===== src/rtl/dig_pkg.sv =====
// Constants for the draw index generator: register map, command codes, field layout, resets.
//
// Notes on behaviour
// Sequential draw emits first upward, count indices.
// Disabled arrays take the current attribute value.
// Current values of enabled arrays become undefined.
// Negative first flags a bad argument.
// Multi-range draws ranges in order, skipping empties.
// Indexed draw reads count indices from buffer.
// Only unsigned 8, 16, 32-bit index types.
// Multi-list draws lists in order, skipping empties.
// Bounded draw with upper below lower: error.
// Out-of-bounds indices are not checked.
// Span and count hints are published, readable.
// Repetition counter is zero outside repetition.
// Repeated sequential: counter equals pass number.
// Repeated indexed: counter equals pass number.
// Invalid mode, count or type: no passes.
// Bias added as 32-bit unsigned with wrap.
// Negative biased index is flagged undefined.
// Bounds apply to raw index before bias.
// Reset: arrays disabled, float, four, restart zero.
// Allocate returns unused names, marks them used.
// Release frees names; zero or unused ignored. The code still pulses o_drop for an unused nonzero name in the pool.
// Restart index ends primitive, emits no vertex.
// Restart compare uses raw index before bias.
// Indices leave by valid and ready handshake.
package dig_pkg;
	localparam logic [7:0] A_CMD = 8'h00;
	localparam logic [7:0] A_STATUS = 8'h04;
	localparam logic [7:0] A_FIRST = 8'h08;
	localparam logic [7:0] A_COUNT = 8'h0C;
	localparam logic [7:0] A_BIAS = 8'h10;
	localparam logic [7:0] A_ENT_SEL = 8'h14;
	localparam logic [7:0] A_REPEAT = 8'h18;
	localparam logic [7:0] A_LO = 8'h1C;
	localparam logic [7:0] A_HI = 8'h20;
	localparam logic [7:0] A_RESTART = 8'h24;
	localparam logic [7:0] A_CTRL = 8'h28;
	localparam logic [7:0] A_IDX_BASE = 8'h2C;
	localparam logic [7:0] A_ATTR_SEL = 8'h30;
	localparam logic [7:0] A_ATTR_BASE = 8'h34;
	localparam logic [7:0] A_ATTR_FMT = 8'h38;
	localparam logic [7:0] A_REP = 8'h3C;
	localparam logic [7:0] A_SPAN_HINT = 8'h40;
	localparam logic [7:0] A_CNT_HINT = 8'h44;
	localparam logic [7:0] A_ALLOC = 8'h48;
	localparam logic [7:0] A_RELEASE = 8'h4C;
	// Command word: kind [2:0], bias flag [3], primitive mode [6:4], index type [9:8].
	localparam logic [2:0] K_SEQ = 3'h0;
	localparam logic [2:0] K_MRANGE = 3'h1;
	localparam logic [2:0] K_IDX = 3'h2;
	localparam logic [2:0] K_MLIST = 3'h3;
	localparam logic [2:0] K_BOUND = 3'h4;
	localparam logic [2:0] K_RSEQ = 3'h5;
	localparam logic [2:0] K_RIDX = 3'h6;
	localparam int CMD_BIAS = 3;
	localparam int CMD_MODE_LSB = 4;
	localparam int CMD_TYPE_LSB = 8;
	localparam logic [2:0] MODE_MAX = 3'h6;
	localparam logic [1:0] T_U8 = 2'h0;
	localparam logic [1:0] T_U16 = 2'h1;
	localparam logic [1:0] T_U32 = 2'h2;
	// Status bits; error bits are cleared by writing one.
	localparam int ST_BUSY = 0;
	localparam int ST_ERR_ARG = 1;
	localparam int ST_ERR_ENUM = 2;
	localparam int ST_NONE_FREE = 3;
	localparam int CTRL_RESTART_EN = 0;
	// Attribute format word: stride [15:0], type [18:16], size [21:19], norm 22, int 23, en 24.
	localparam int F_TYPE_LSB = 16;
	localparam int F_SIZE_LSB = 19;
	localparam int F_NORM = 22;
	localparam int F_PINT = 23;
	localparam int F_EN = 24;
	localparam logic [2:0] FMT_FLOAT = 3'h6;
	localparam logic [2:0] FMT_SIZE_RST = 3'h4;
	localparam logic [31:0] RESTART_RST = 32'h0000_0000;
endpackage


===== src/rtl/dig_names.sv =====
// Buffer name pool: hands out the lowest unused name and takes names back.
`timescale 1ns/1ps
`default_nettype none
module dig_names #(
	parameter int NNAMES = 16,
	parameter int NW = 4
) (
	// Clock and reset
	input wire logic i_clk,
	input wire logic i_rst_n,
	// Requests
	input wire logic i_alloc,
	input wire logic i_release,
	input wire logic [NW-1:0] i_name,
	// Answers
	output logic [NW-1:0] o_free,
	output logic o_none
);
	logic [NNAMES-1:0] used;

	// Name zero is never handed out, so the search starts at one.
	always_comb begin
		o_free = '0;
		o_none = 1'b1;
		for (int k = NNAMES - 1; k >= 1; k--) begin
			if (!used[k]) begin
				o_free = NW'(k);
				o_none = 1'b0;
			end
		end
	end

	genvar g;
	generate
		for (g = 0; g < NNAMES; g++) begin : g_bit
			always_ff @(posedge i_clk or negedge i_rst_n) begin
				if (!i_rst_n) begin
					used[g] <= 1'b0;
				end else if (i_alloc && !o_none && o_free == NW'(g)) begin
					used[g] <= 1'b1;
				end else if (i_release && i_name == NW'(g) && g != 0) begin
					used[g] <= 1'b0;
				end
			end
		end
	endgenerate
endmodule
`default_nettype wire


===== src/rtl/dig_core.sv =====
// Draw index generator: register port, draw sequencer, index fetch and output handshake.
`timescale 1ns/1ps
`default_nettype none
module dig_core #(
	parameter int NATTR = 4,
	parameter int NENT = 4,
	parameter int NNAMES = 16,
	parameter logic [31:0] SPAN_HINT = 32'h0000_1000,
	parameter logic [31:0] CNT_HINT = 32'h0000_1000
) (
	// Clock and reset
	input wire logic i_clk,
	input wire logic i_rst_n,
	// Register port
	input wire logic [7:0] i_addr,
	input wire logic [31:0] i_wdata,
	input wire logic i_wr,
	input wire logic i_rd,
	output logic [31:0] o_rdata,
	// Index buffer read port
	output logic o_mem_req,
	output logic [31:0] o_mem_addr,
	input wire logic i_mem_ack,
	input wire logic [31:0] i_mem_data,
	// Vertex stream to attribute fetch
	output logic o_vld,
	input wire logic i_rdy,
	output logic [31:0] o_index,
	output logic [31:0] o_rep,
	output logic o_undef,
	output logic o_cut,
	output logic [NATTR-1:0] o_attr_fetch,
	output logic [NATTR-1:0] o_attr_current,
	// Released buffer notice
	output logic o_drop,
	output logic [31:0] o_drop_name
);
	localparam int NW = $clog2(NNAMES);
	localparam int EW = $clog2(NENT);
	localparam int AW = $clog2(NATTR);

	typedef enum logic [2:0] {S_IDLE, S_CHECK, S_ENTRY, S_ELEM, S_FETCH, S_WAIT, S_EMIT}
		dig_state_t;

	////////////////////////////////////////////////////////////////////////////////
	logic rst_q1;
	logic rst_n;
	always_ff @(posedge i_clk or negedge i_rst_n) begin
		if (!i_rst_n) begin
			rst_q1 <= 1'b0;
			rst_n <= 1'b0;
		end else begin
			rst_q1 <= 1'b1;
			rst_n <= rst_q1;
		end
	end

	////////////////////////////////////////////////////////////////////////////////
	dig_state_t state;
	logic [9:0] cmd;
	logic [EW-1:0] ent_sel;
	logic [31:0] ent_first [NENT];
	logic [31:0] ent_count [NENT];
	logic [31:0] ent_bias [NENT];
	logic [31:0] repeat_n, lo, hi, restart_val, idx_base, ctrl;
	logic [AW-1:0] attr_sel;
	logic [NATTR-1:0] a_en, a_norm, a_pint;
	logic [31:0] a_base [NATTR];
	logic [15:0] a_stride [NATTR];
	logic [2:0] a_type [NATTR];
	logic [2:0] a_size [NATTR];
	logic err_arg, err_enum;
	logic [NW-1:0] free_name;
	logic none_free;
	logic wr_ok;
	logic alloc_rd;
	logic rel_wr;

	assign wr_ok = i_wr && state == S_IDLE;
	assign alloc_rd = i_rd && i_addr == dig_pkg::A_ALLOC;
	assign rel_wr = i_wr && i_addr == dig_pkg::A_RELEASE;

	// Draw parameters are frozen while a draw runs so a pass can be replayed.
	always_ff @(posedge i_clk or negedge rst_n) begin
		if (!rst_n) begin
			ent_sel <= '0;
			repeat_n <= 32'h0000_0000;
			lo <= 32'h0000_0000;
			hi <= 32'h0000_0000;
			restart_val <= dig_pkg::RESTART_RST;
			idx_base <= 32'h0000_0000;
			ctrl <= 32'h0000_0000;
		end else if (wr_ok) begin
			if (i_addr == dig_pkg::A_ENT_SEL) begin
				ent_sel <= i_wdata[EW-1:0];
			end else if (i_addr == dig_pkg::A_REPEAT) begin
				repeat_n <= i_wdata;
			end else if (i_addr == dig_pkg::A_LO) begin
				lo <= i_wdata;
			end else if (i_addr == dig_pkg::A_HI) begin
				hi <= i_wdata;
			end else if (i_addr == dig_pkg::A_RESTART) begin
				restart_val <= i_wdata;
			end else if (i_addr == dig_pkg::A_IDX_BASE) begin
				idx_base <= i_wdata;
			end else if (i_addr == dig_pkg::A_CTRL) begin
				ctrl <= i_wdata;
			end
		end
	end

	genvar g;
	generate
		for (g = 0; g < NENT; g++) begin : g_ent
			always_ff @(posedge i_clk or negedge rst_n) begin
				if (!rst_n) begin
					ent_first[g] <= 32'h0000_0000;
					ent_count[g] <= 32'h0000_0000;
					ent_bias[g] <= 32'h0000_0000;
				end else if (wr_ok && ent_sel == EW'(g)) begin
					if (i_addr == dig_pkg::A_FIRST) begin
						ent_first[g] <= i_wdata;
					end else if (i_addr == dig_pkg::A_COUNT) begin
						ent_count[g] <= i_wdata;
					end else if (i_addr == dig_pkg::A_BIAS) begin
						ent_bias[g] <= i_wdata;
					end
				end
			end
		end
		for (g = 0; g < NATTR; g++) begin : g_attr
			always_ff @(posedge i_clk or negedge rst_n) begin
				if (!rst_n) begin
					a_en[g] <= 1'b0;
					a_base[g] <= 32'h0000_0000;
					a_stride[g] <= 16'h0000;
					a_type[g] <= dig_pkg::FMT_FLOAT;
					a_size[g] <= dig_pkg::FMT_SIZE_RST;
					a_norm[g] <= 1'b0;
					a_pint[g] <= 1'b0;
				end else if (wr_ok && attr_sel == AW'(g)) begin
					if (i_addr == dig_pkg::A_ATTR_BASE) begin
						a_base[g] <= i_wdata;
					end else if (i_addr == dig_pkg::A_ATTR_FMT) begin
						a_stride[g] <= i_wdata[15:0];
						a_type[g] <= i_wdata[dig_pkg::F_TYPE_LSB +: 3];
						a_size[g] <= i_wdata[dig_pkg::F_SIZE_LSB +: 3];
						a_norm[g] <= i_wdata[dig_pkg::F_NORM];
						a_pint[g] <= i_wdata[dig_pkg::F_PINT];
						a_en[g] <= i_wdata[dig_pkg::F_EN];
					end
				end
			end
		end
	endgenerate

	always_ff @(posedge i_clk or negedge rst_n) begin
		if (!rst_n) begin
			attr_sel <= '0;
		end else if (wr_ok && i_addr == dig_pkg::A_ATTR_SEL) begin
			attr_sel <= i_wdata[AW-1:0];
		end
	end

	////////////////////////////////////////////////////////////////////////////////
	dig_names #(.NNAMES(NNAMES), .NW(NW)) u_names (
		.i_clk(i_clk),
		.i_rst_n(rst_n),
		.i_alloc(alloc_rd),
		.i_release(rel_wr && i_wdata < 32'(NNAMES)),
		.i_name(i_wdata[NW-1:0]),
		.o_free(free_name),
		.o_none(none_free)
	);

	// A release tells the store to drop the contents; zero and out-of-pool names are ignored.
	always_ff @(posedge i_clk or negedge rst_n) begin
		if (!rst_n) begin
			o_drop <= 1'b0;
			o_drop_name <= 32'h0000_0000;
		end else begin
			o_drop <= rel_wr && i_wdata != 32'h0000_0000 && i_wdata < 32'(NNAMES);
			o_drop_name <= i_wdata;
		end
	end

	////////////////////////////////////////////////////////////////////////////////
	logic [1:0] itype;
	logic [2:0] kind;
	logic indexed, multi, inst, use_bias;
	logic [31:0] passes, pass_no, elem, cur_first, cur_count, cur_bias, mem_addr;
	logic [EW-1:0] ent_now;
	logic [31:0] raw;
	logic [32:0] biased;
	logic [2:0] isize;

	assign kind = cmd[2:0];
	assign itype = cmd[dig_pkg::CMD_TYPE_LSB +: 2];
	assign indexed = kind == dig_pkg::K_IDX || kind == dig_pkg::K_MLIST
		|| kind == dig_pkg::K_BOUND || kind == dig_pkg::K_RIDX;
	assign multi = kind == dig_pkg::K_MRANGE || kind == dig_pkg::K_MLIST;
	assign inst = kind == dig_pkg::K_RSEQ || kind == dig_pkg::K_RIDX;
	assign use_bias = cmd[dig_pkg::CMD_BIAS] && indexed;
	assign ent_now = multi ? pass_no[EW-1:0] : '0;
	assign isize = itype == dig_pkg::T_U8 ? 3'h1 : (itype == dig_pkg::T_U16 ? 3'h2 : 3'h4);

	// Unsigned index extraction from the word that holds the addressed byte.
	always_comb begin
		raw = i_mem_data;
		if (itype == dig_pkg::T_U8) begin
			raw = {24'h00_0000, i_mem_data[8 * mem_addr[1:0] +: 8]};
		end else if (itype == dig_pkg::T_U16) begin
			raw = {16'h0000, i_mem_data[16 * mem_addr[1] +: 16]};
		end
	end

	// A 33rd bit flags a negative biased index, and also a sum that wraps past 32 bits with a positive bias.
	assign biased = {1'b0, raw} + {cur_bias[31], cur_bias};

	always_ff @(posedge i_clk or negedge rst_n) begin
		if (!rst_n) begin
			state <= S_IDLE;
			cmd <= 10'h000;
			passes <= 32'h0000_0000;
			pass_no <= 32'h0000_0000;
			elem <= 32'h0000_0000;
			cur_first <= 32'h0000_0000;
			cur_count <= 32'h0000_0000;
			cur_bias <= 32'h0000_0000;
			mem_addr <= 32'h0000_0000;
			o_mem_req <= 1'b0;
			o_mem_addr <= 32'h0000_0000;
			o_vld <= 1'b0;
			o_index <= 32'h0000_0000;
			o_rep <= 32'h0000_0000;
			o_undef <= 1'b0;
			o_cut <= 1'b0;
			o_attr_fetch <= '0;
			o_attr_current <= '0;
			err_arg <= 1'b0;
			err_enum <= 1'b0;
		end else begin
			o_cut <= 1'b0;
			if (i_wr && i_addr == dig_pkg::A_STATUS) begin
				err_arg <= err_arg & ~i_wdata[dig_pkg::ST_ERR_ARG];
				err_enum <= err_enum & ~i_wdata[dig_pkg::ST_ERR_ENUM];
			end
			case (state)
				S_IDLE: begin
					if (wr_ok && i_addr == dig_pkg::A_CMD) begin
						cmd <= i_wdata[9:0];
						state <= S_CHECK;
					end
				end
				S_CHECK: begin
					pass_no <= 32'h0000_0000;
					passes <= (multi || inst) ? repeat_n : 32'h0000_0001;
					// Sample array enables once per draw; disabled ones read current state.
					o_attr_fetch <= a_en;
					o_attr_current <= ~a_en;
					state <= S_ENTRY;
					if (cmd[dig_pkg::CMD_MODE_LSB +: 3] > dig_pkg::MODE_MAX
						|| (indexed && itype > dig_pkg::T_U32)) begin
						err_enum <= 1'b1;
						state <= S_IDLE;
					end else if ((kind == dig_pkg::K_BOUND && hi < lo)
						|| ((multi || inst) && repeat_n[31])
						|| (!multi && ent_count[0][31])
						|| (!indexed && !multi && ent_first[0][31])) begin
						err_arg <= 1'b1;
						state <= S_IDLE;
					end
				end
				S_ENTRY: begin
					if (pass_no >= passes || passes[31]) begin
						o_rep <= 32'h0000_0000;
						state <= S_IDLE;
					end else begin
						o_rep <= inst ? pass_no : 32'h0000_0000;
						cur_first <= ent_first[ent_now];
						cur_count <= ent_count[ent_now];
						cur_bias <= use_bias ? ent_bias[ent_now] : 32'h0000_0000;
						elem <= 32'h0000_0000;
						state <= S_ELEM;
					end
				end
				S_ELEM: begin
					// A count of zero or below ends the range at once, so it is skipped.
					if ($signed(elem) >= $signed(cur_count)) begin
						pass_no <= pass_no + 32'h0000_0001;
						state <= S_ENTRY;
					end else if (indexed) begin
						mem_addr <= idx_base + cur_first + elem * 32'(isize);
						state <= S_FETCH;
					end else begin
						o_index <= cur_first + elem;
						o_undef <= 1'b0;
						o_vld <= 1'b1;
						state <= S_EMIT;
					end
				end
				S_FETCH: begin
					o_mem_req <= 1'b1;
					o_mem_addr <= mem_addr;
					state <= S_WAIT;
				end
				S_WAIT: begin
					if (i_mem_ack) begin
						o_mem_req <= 1'b0;
						// Bounds are not checked; out-of-range indices pass as fetched.
						if (ctrl[dig_pkg::CTRL_RESTART_EN] && raw == restart_val) begin
							o_cut <= 1'b1;
							elem <= elem + 32'h0000_0001;
							state <= S_ELEM;
						end else begin
							o_index <= biased[31:0];
							o_undef <= biased[32];
							o_vld <= 1'b1;
							state <= S_EMIT;
						end
					end
				end
				S_EMIT: begin
					if (i_rdy) begin
						o_vld <= 1'b0;
						o_undef <= 1'b0;
						elem <= elem + 32'h0000_0001;
						state <= S_ELEM;
					end
				end
				default: begin
					state <= S_IDLE;
				end
			endcase
		end
	end

	////////////////////////////////////////////////////////////////////////////////
	always_ff @(posedge i_clk or negedge rst_n) begin
		if (!rst_n) begin
			o_rdata <= 32'h0000_0000;
		end else if (!i_rd) begin
			o_rdata <= 32'h0000_0000;
		end else if (i_addr == dig_pkg::A_CMD) begin
			o_rdata <= {22'h00_0000, cmd};
		end else if (i_addr == dig_pkg::A_STATUS) begin
			o_rdata <= {28'h000_0000, none_free, err_enum, err_arg, state != S_IDLE};
		end else if (i_addr == dig_pkg::A_FIRST) begin
			o_rdata <= ent_first[ent_sel];
		end else if (i_addr == dig_pkg::A_COUNT) begin
			o_rdata <= ent_count[ent_sel];
		end else if (i_addr == dig_pkg::A_BIAS) begin
			o_rdata <= ent_bias[ent_sel];
		end else if (i_addr == dig_pkg::A_ENT_SEL) begin
			o_rdata <= 32'(ent_sel);
		end else if (i_addr == dig_pkg::A_REPEAT) begin
			o_rdata <= repeat_n;
		end else if (i_addr == dig_pkg::A_LO) begin
			o_rdata <= lo;
		end else if (i_addr == dig_pkg::A_HI) begin
			o_rdata <= hi;
		end else if (i_addr == dig_pkg::A_RESTART) begin
			o_rdata <= restart_val;
		end else if (i_addr == dig_pkg::A_CTRL) begin
			o_rdata <= ctrl;
		end else if (i_addr == dig_pkg::A_IDX_BASE) begin
			o_rdata <= idx_base;
		end else if (i_addr == dig_pkg::A_ATTR_SEL) begin
			o_rdata <= 32'(attr_sel);
		end else if (i_addr == dig_pkg::A_ATTR_BASE) begin
			o_rdata <= a_base[attr_sel];
		end else if (i_addr == dig_pkg::A_ATTR_FMT) begin
			o_rdata <= {7'h00, a_en[attr_sel], a_pint[attr_sel], a_norm[attr_sel],
				a_size[attr_sel], a_type[attr_sel], a_stride[attr_sel]};
		end else if (i_addr == dig_pkg::A_REP) begin
			o_rdata <= o_rep;
		end else if (i_addr == dig_pkg::A_SPAN_HINT) begin
			o_rdata <= SPAN_HINT;
		end else if (i_addr == dig_pkg::A_CNT_HINT) begin
			o_rdata <= CNT_HINT;
		end else if (i_addr == dig_pkg::A_ALLOC) begin
			o_rdata <= none_free ? 32'h0000_0000 : 32'(free_name);
		end else begin
			o_rdata <= 32'h0000_0000;
		end
	end
endmodule
`default_nettype wire


===== config.mk =====
export PLATFORM = sky130hd
export DESIGN_NAME = dig_core
export DESIGN_NICKNAME = d
export VERILOG_FILES = /design/src/rtl/dig_pkg.sv /design/src/rtl/dig_names.sv /design/src/rtl/dig_core.sv
export SDC_FILE = /design/constraint.sdc
export NUM_CORES = 2
export LEC_CHECK = 0
export BUFFER_PORTS_ARGS = -buffer_cell sky130_fd_sc_hd__buf_4
export CAP_MARGIN = 20
export CELL_PAD_IN_SITES_DETAIL_PLACEMENT = 0
export CELL_PAD_IN_SITES_GLOBAL_PLACEMENT = 1
export CORE_MARGIN = 5
export CORE_UTILIZATION = 51
export CTS_CLUSTER_SIZE = 20
export DETAILED_ROUTE_END_ITERATION = 12
export PLACE_DENSITY = 0.84
export SETUP_SLACK_MARGIN = 0.15
export SYNTH_ARGS = -nofsm -noshare
export SYNTH_HDL_FRONTEND = slang
export SYNTH_HIERARCHICAL = 1
export SYNTH_SLANG_ARGS = --single-unit

===== constraint.sdc =====
create_clock -name i_clk -period 41.2 [get_ports i_clk]
set_clock_uncertainty 0.2 [all_clocks]
set_input_delay 12.36 -clock i_clk [delete_from_list [all_inputs] [get_ports i_clk]]
set_output_delay 12.36 -clock i_clk [all_outputs]
set_load 0.05 [all_outputs]

==> impl_metrics.py <==
metrics = {
    "floorplanning": {
        "die_area_sq_mm": 0.137,
        "rows": 132,
        "start_util_pct": 51.2,
        "die_y_microns": 370,
        "core_area_sq_mm": 0.129,
        "die_x_microns": 370,
        "io_pins": 251,
    },
    "global_routing": {
        "grt_pass1_vias": 50460,
        "overflow": 0,
        "grt.total_usage_pct": 32.0,
        "antenna_found_initial": 14,
        "grt_max_degree": 178,
        "grt_pass1_wl_mm": 330,
    },
    "worst_setup_path": {
        "critPathLaunchType": "input pin",
        "cp_data_required_time_ns": 41.69,
        "critPathArrivalTime_ns": 16.46,
        "crit_path_max_fanout": 6,
        "critPathCaptureType": "flop",
        "critical_path_class": "in -> reg",
    },
    "sta": {
        "rsz0062_at_grt": "no",
        "finalSetupTns_ns": 0,
        "clock.fmax_ghz": 0.0626,
        "finalHoldViolations": 0,
        "setup_viol": 0,
        "maxSlewHeadroom_pct": 15.2,
        "worst_slew_pin_slew_ns": 1.26,
        "finalMaxSlewViolations": 0,
        "finalCritPeriodShare_pct": 38.8,
        "period_minus_slack_ns": 15.97,
    },
    "clocking": {
        "clock_latency_ns": 0.81,
        "cts_tree": "built",
        "cts_made_buffers": 137,
        "cts_resized": 0,
        "cts.sinks": 1237,
        "clk_pin_slew_ns": 0.06,
        "root_buffer": "clkbuf_16",
        "cts_buffer_depth": 3,
        "postCtsSetupBuffers": 0,
        "hold_buffers": 0,
        "htreeDepth": 4,
    },
    "placement": {
        "gp_congestion": 0.934,
        "dp_hpwl_mm": 152,
        "placed_area_sq_mm": 0.0699,
        "io_buffers": 250,
    },
    "hold_path": {
        "hp-class": "reg -> async",
    },
    "detailed_routing": {
        "drcViolationCount": 0,
        "num_vias": 50478,
        "dr.pass1.iters": 8,
        "ant_nets": 0,
        "viasPerCell": 6.39,
        "wl_per_cell_microns": 28.0,
        "wirelength_mm": 221,
        "drt_iter0_drc": 5381,
    },
    "finish": {
        "final_layout_size_suffix_gt1_share_pct": 26.7,
        "nFillCells": 10767,
        "syn_to_final_growth_pct": 12.7,
        "utilization_pct": 57.7,
        "design_area_sq_mm": 0.0746,
        "fin_nets": 6411,
    },
    "synthesis": {
        "synth_ff_type": "dfrtp_1",
        "synth_edf_count": 0,
        "ys_ff_latch": 1237,
        "ys_types": 95,
        "synth-async-reset-ratio_pct": 100,
        "syn_avg_cell_area_sq_um": 11.1,
        "synth_nets": 6304,
        "yosys_warnings": 6,
        "ys_seq_area_share_pct": 46.8,
        "synthCells": 5941,
        "syn_area_sq_mm": 0.0662,
    },
    "outcome": {
        "outcome": "finished clean",
    },
    "flow_run": {
        "max_cap_viol_count": 0,
    },
    "power_and_ir_drop": {
        "p_sw_uw": 1320,
        "leakage_uw": 0.0353,
        "combinationalPowerShare_pct": 27.8,
        "internal_power_uw": 2380,
        "p_sw_share_pct": 35.7,
        "power_density_mw_per_mm2": 49.7,
        "pwr-share-clk_pct": 34.5,
        "vdd_drop_max_v": 0.0000483,
        "seqPwrFrac_pct": 37.7,
    },
}
## power by group through the flow
stage	combinational [uW]	clock, uW	sequential [uW]
2_1_floorplan	578	0	1470
3_3_place_gp	997	0	1410
3_5_place_dp	1010	0	1420
4_1_cts	1020	1290	1390
5_1_grt	1110	1340	1410
6_report	1030	1280	1400
## flip-flops by register name (all words and copies together) (netlist names), 64 cells and up
register / cells
a_base: 128
ent_bias: 128
ent_count: 128
ent_first: 128
a_stride: 64
## final timing paths
check	from	slack, ns	to	cells past startpoint
min in group i_clk	rst_q1	0.15	rst_n	0
hold reg to reg	rst_n	0.10	u_names/used[7]	0
max in group asynchronous	i_rst_n	29.56	rst_n	1
hold / removal	rst_n	0.10	u_names/used[7]	0
setup reg to reg	cmd[9]	34.77	mem_addr[29]	18
setup / recovery	i_mem_data[27]	25.23	o_index[31]	14
## cell families (layout without fill, tap and decap cells)
| kind of cell | Yosys count | count (layout) | share of synthesized area [%] |
|---|---|---|---|
| flip-flops | 1237 | 1237 | 46.8 |
| AO/OA/AOI/OAI | 1221 | 1221 | 12.1 |
| adder cells (fa/ha/maj) | 285 | 285 | 6.42 |
| buffers and inverters | 691 | 906 | 3.96 |
| multiplexers | 990 | 990 | 19.4 |
| AND/OR/NAND/NOR | 1393 | 1393 | 9.71 |
| XOR/XNOR | 123 | 123 | 1.63 |
| other | 1 | 8 | 0.00566 |
## metrics by stage
stage | instances | setup WS [ns] | hold WS, ns | power (uW)
detailed placement | 7649 | 24.43 | 0.119 | 2430
finish | 7905 | 25.23 | 0.103 | 3710
CTS | 7896 | 25.26 | 0.130 | 3700
global placement | 7647 | 24.45 | 0.115 | 2410
floorplan | 5941 | 3.99 | 0.131 | 2050
global route | 7900 | 25.00 | 0.157 | 3860
## critical path, cell delays in order
cell	delay, ns
buf_4	0.14
mux4_2	0.48
and2_4	0.18
or3_1	0.37
ha_1	0.34
o21ai_0	0.11
nor2_1	0.17
o21ai_0	0.12
a21oi_1	0.42
a31oi_1	0.28
o311ai_0	0.66
o311ai_0	0.28
a211o_1	0.31
o31ai_1	0.23
## synth_stat cells (48+ instances only)
library cell | count | share of area [%]
clkbuf_1 | 331 | 1.9
a222oi_1 | 56 | 0.85
a31oi_1 | 89 | 0.84
nand2_1 | 675 | 3.8
xnor2_1 | 75 | 0.99
a22o_1 | 66 | 0.87
a22oi_1 | 57 | 0.65
and2_1 | 103 | 0.97
xor2_1 | 48 | 0.63
o22ai_1 | 72 | 0.68
mux2_2 | 818 | 14
nor3_1 | 61 | 0.46
nor2_1 | 225 | 1.3
nand3_1 | 73 | 0.55
ha_1 | 194 | 3.7
o21ai_0 | 340 | 2.6
mux4_2 | 154 | 5.2
a21o_1 | 55 | 0.62
a21oi_1 | 218 | 1.6
fa_1 | 91 | 2.8
dfrtp_1 | 1225 | 46
buf_1 | 51 | 0.29
inv_1 | 294 | 1.7
## layout by cell type (no fill, tap or decap), types with 25 or more instances in the layout
cell type / n
dfrtp_1: 1219
mux2_2: 818
nand2_1: 673
buf_4: 354
o21ai_0: 340
inv_1: 294
a21oi_1: 218
nor2_1: 209
ha_1: 194
mux4_2: 154
clkbuf_16: 141
and2_1: 103
fa_1: 91
a31oi_1: 89
xnor2_1: 75
o22ai_1: 71
nand3_1: 70
a22o_1: 66
a22oi_1: 57
a222oi_1: 56
a21o_1: 55
nor3_1: 49
xor2_1: 48
nand4_1: 45
o31ai_1: 45
nand2b_1: 34
a211oi_1: 34
and3_1: 32
or3_1: 30
clkbuf_1: 30
clkbuf_8: 28
a221oi_1: 25
## routing by layer
metal | track usage, % | wire [microns] | vias up
met3 | 10.1 | 25800 | 431
met1 | 44.8 | 91000 | 25759
met5 | 0 | 92 | -
met2 | 47.4 | 96100 | 2594
met4 | 11.2 | 8080 | 14
li1 | - | - | 21680
## cell type report
type / instances / area (sq um) / share of cell area (%)
antenna: 7 / 17.5 / 0.0235
clock buffer: 199 / 4030 / 5.40
clock inverter: 48 / 648 / 0.869
inverter: 297 / 1110 / 1.49
multi-input combinational: 4013 / 32800 / 44.0
sequential: 1237 / 31000 / 41.5
tap: 1742 / 2180 / 2.92
timing repair buffer: 362 / 2800 / 3.75
Note: power is estimated with default switching activity, not from simulation.
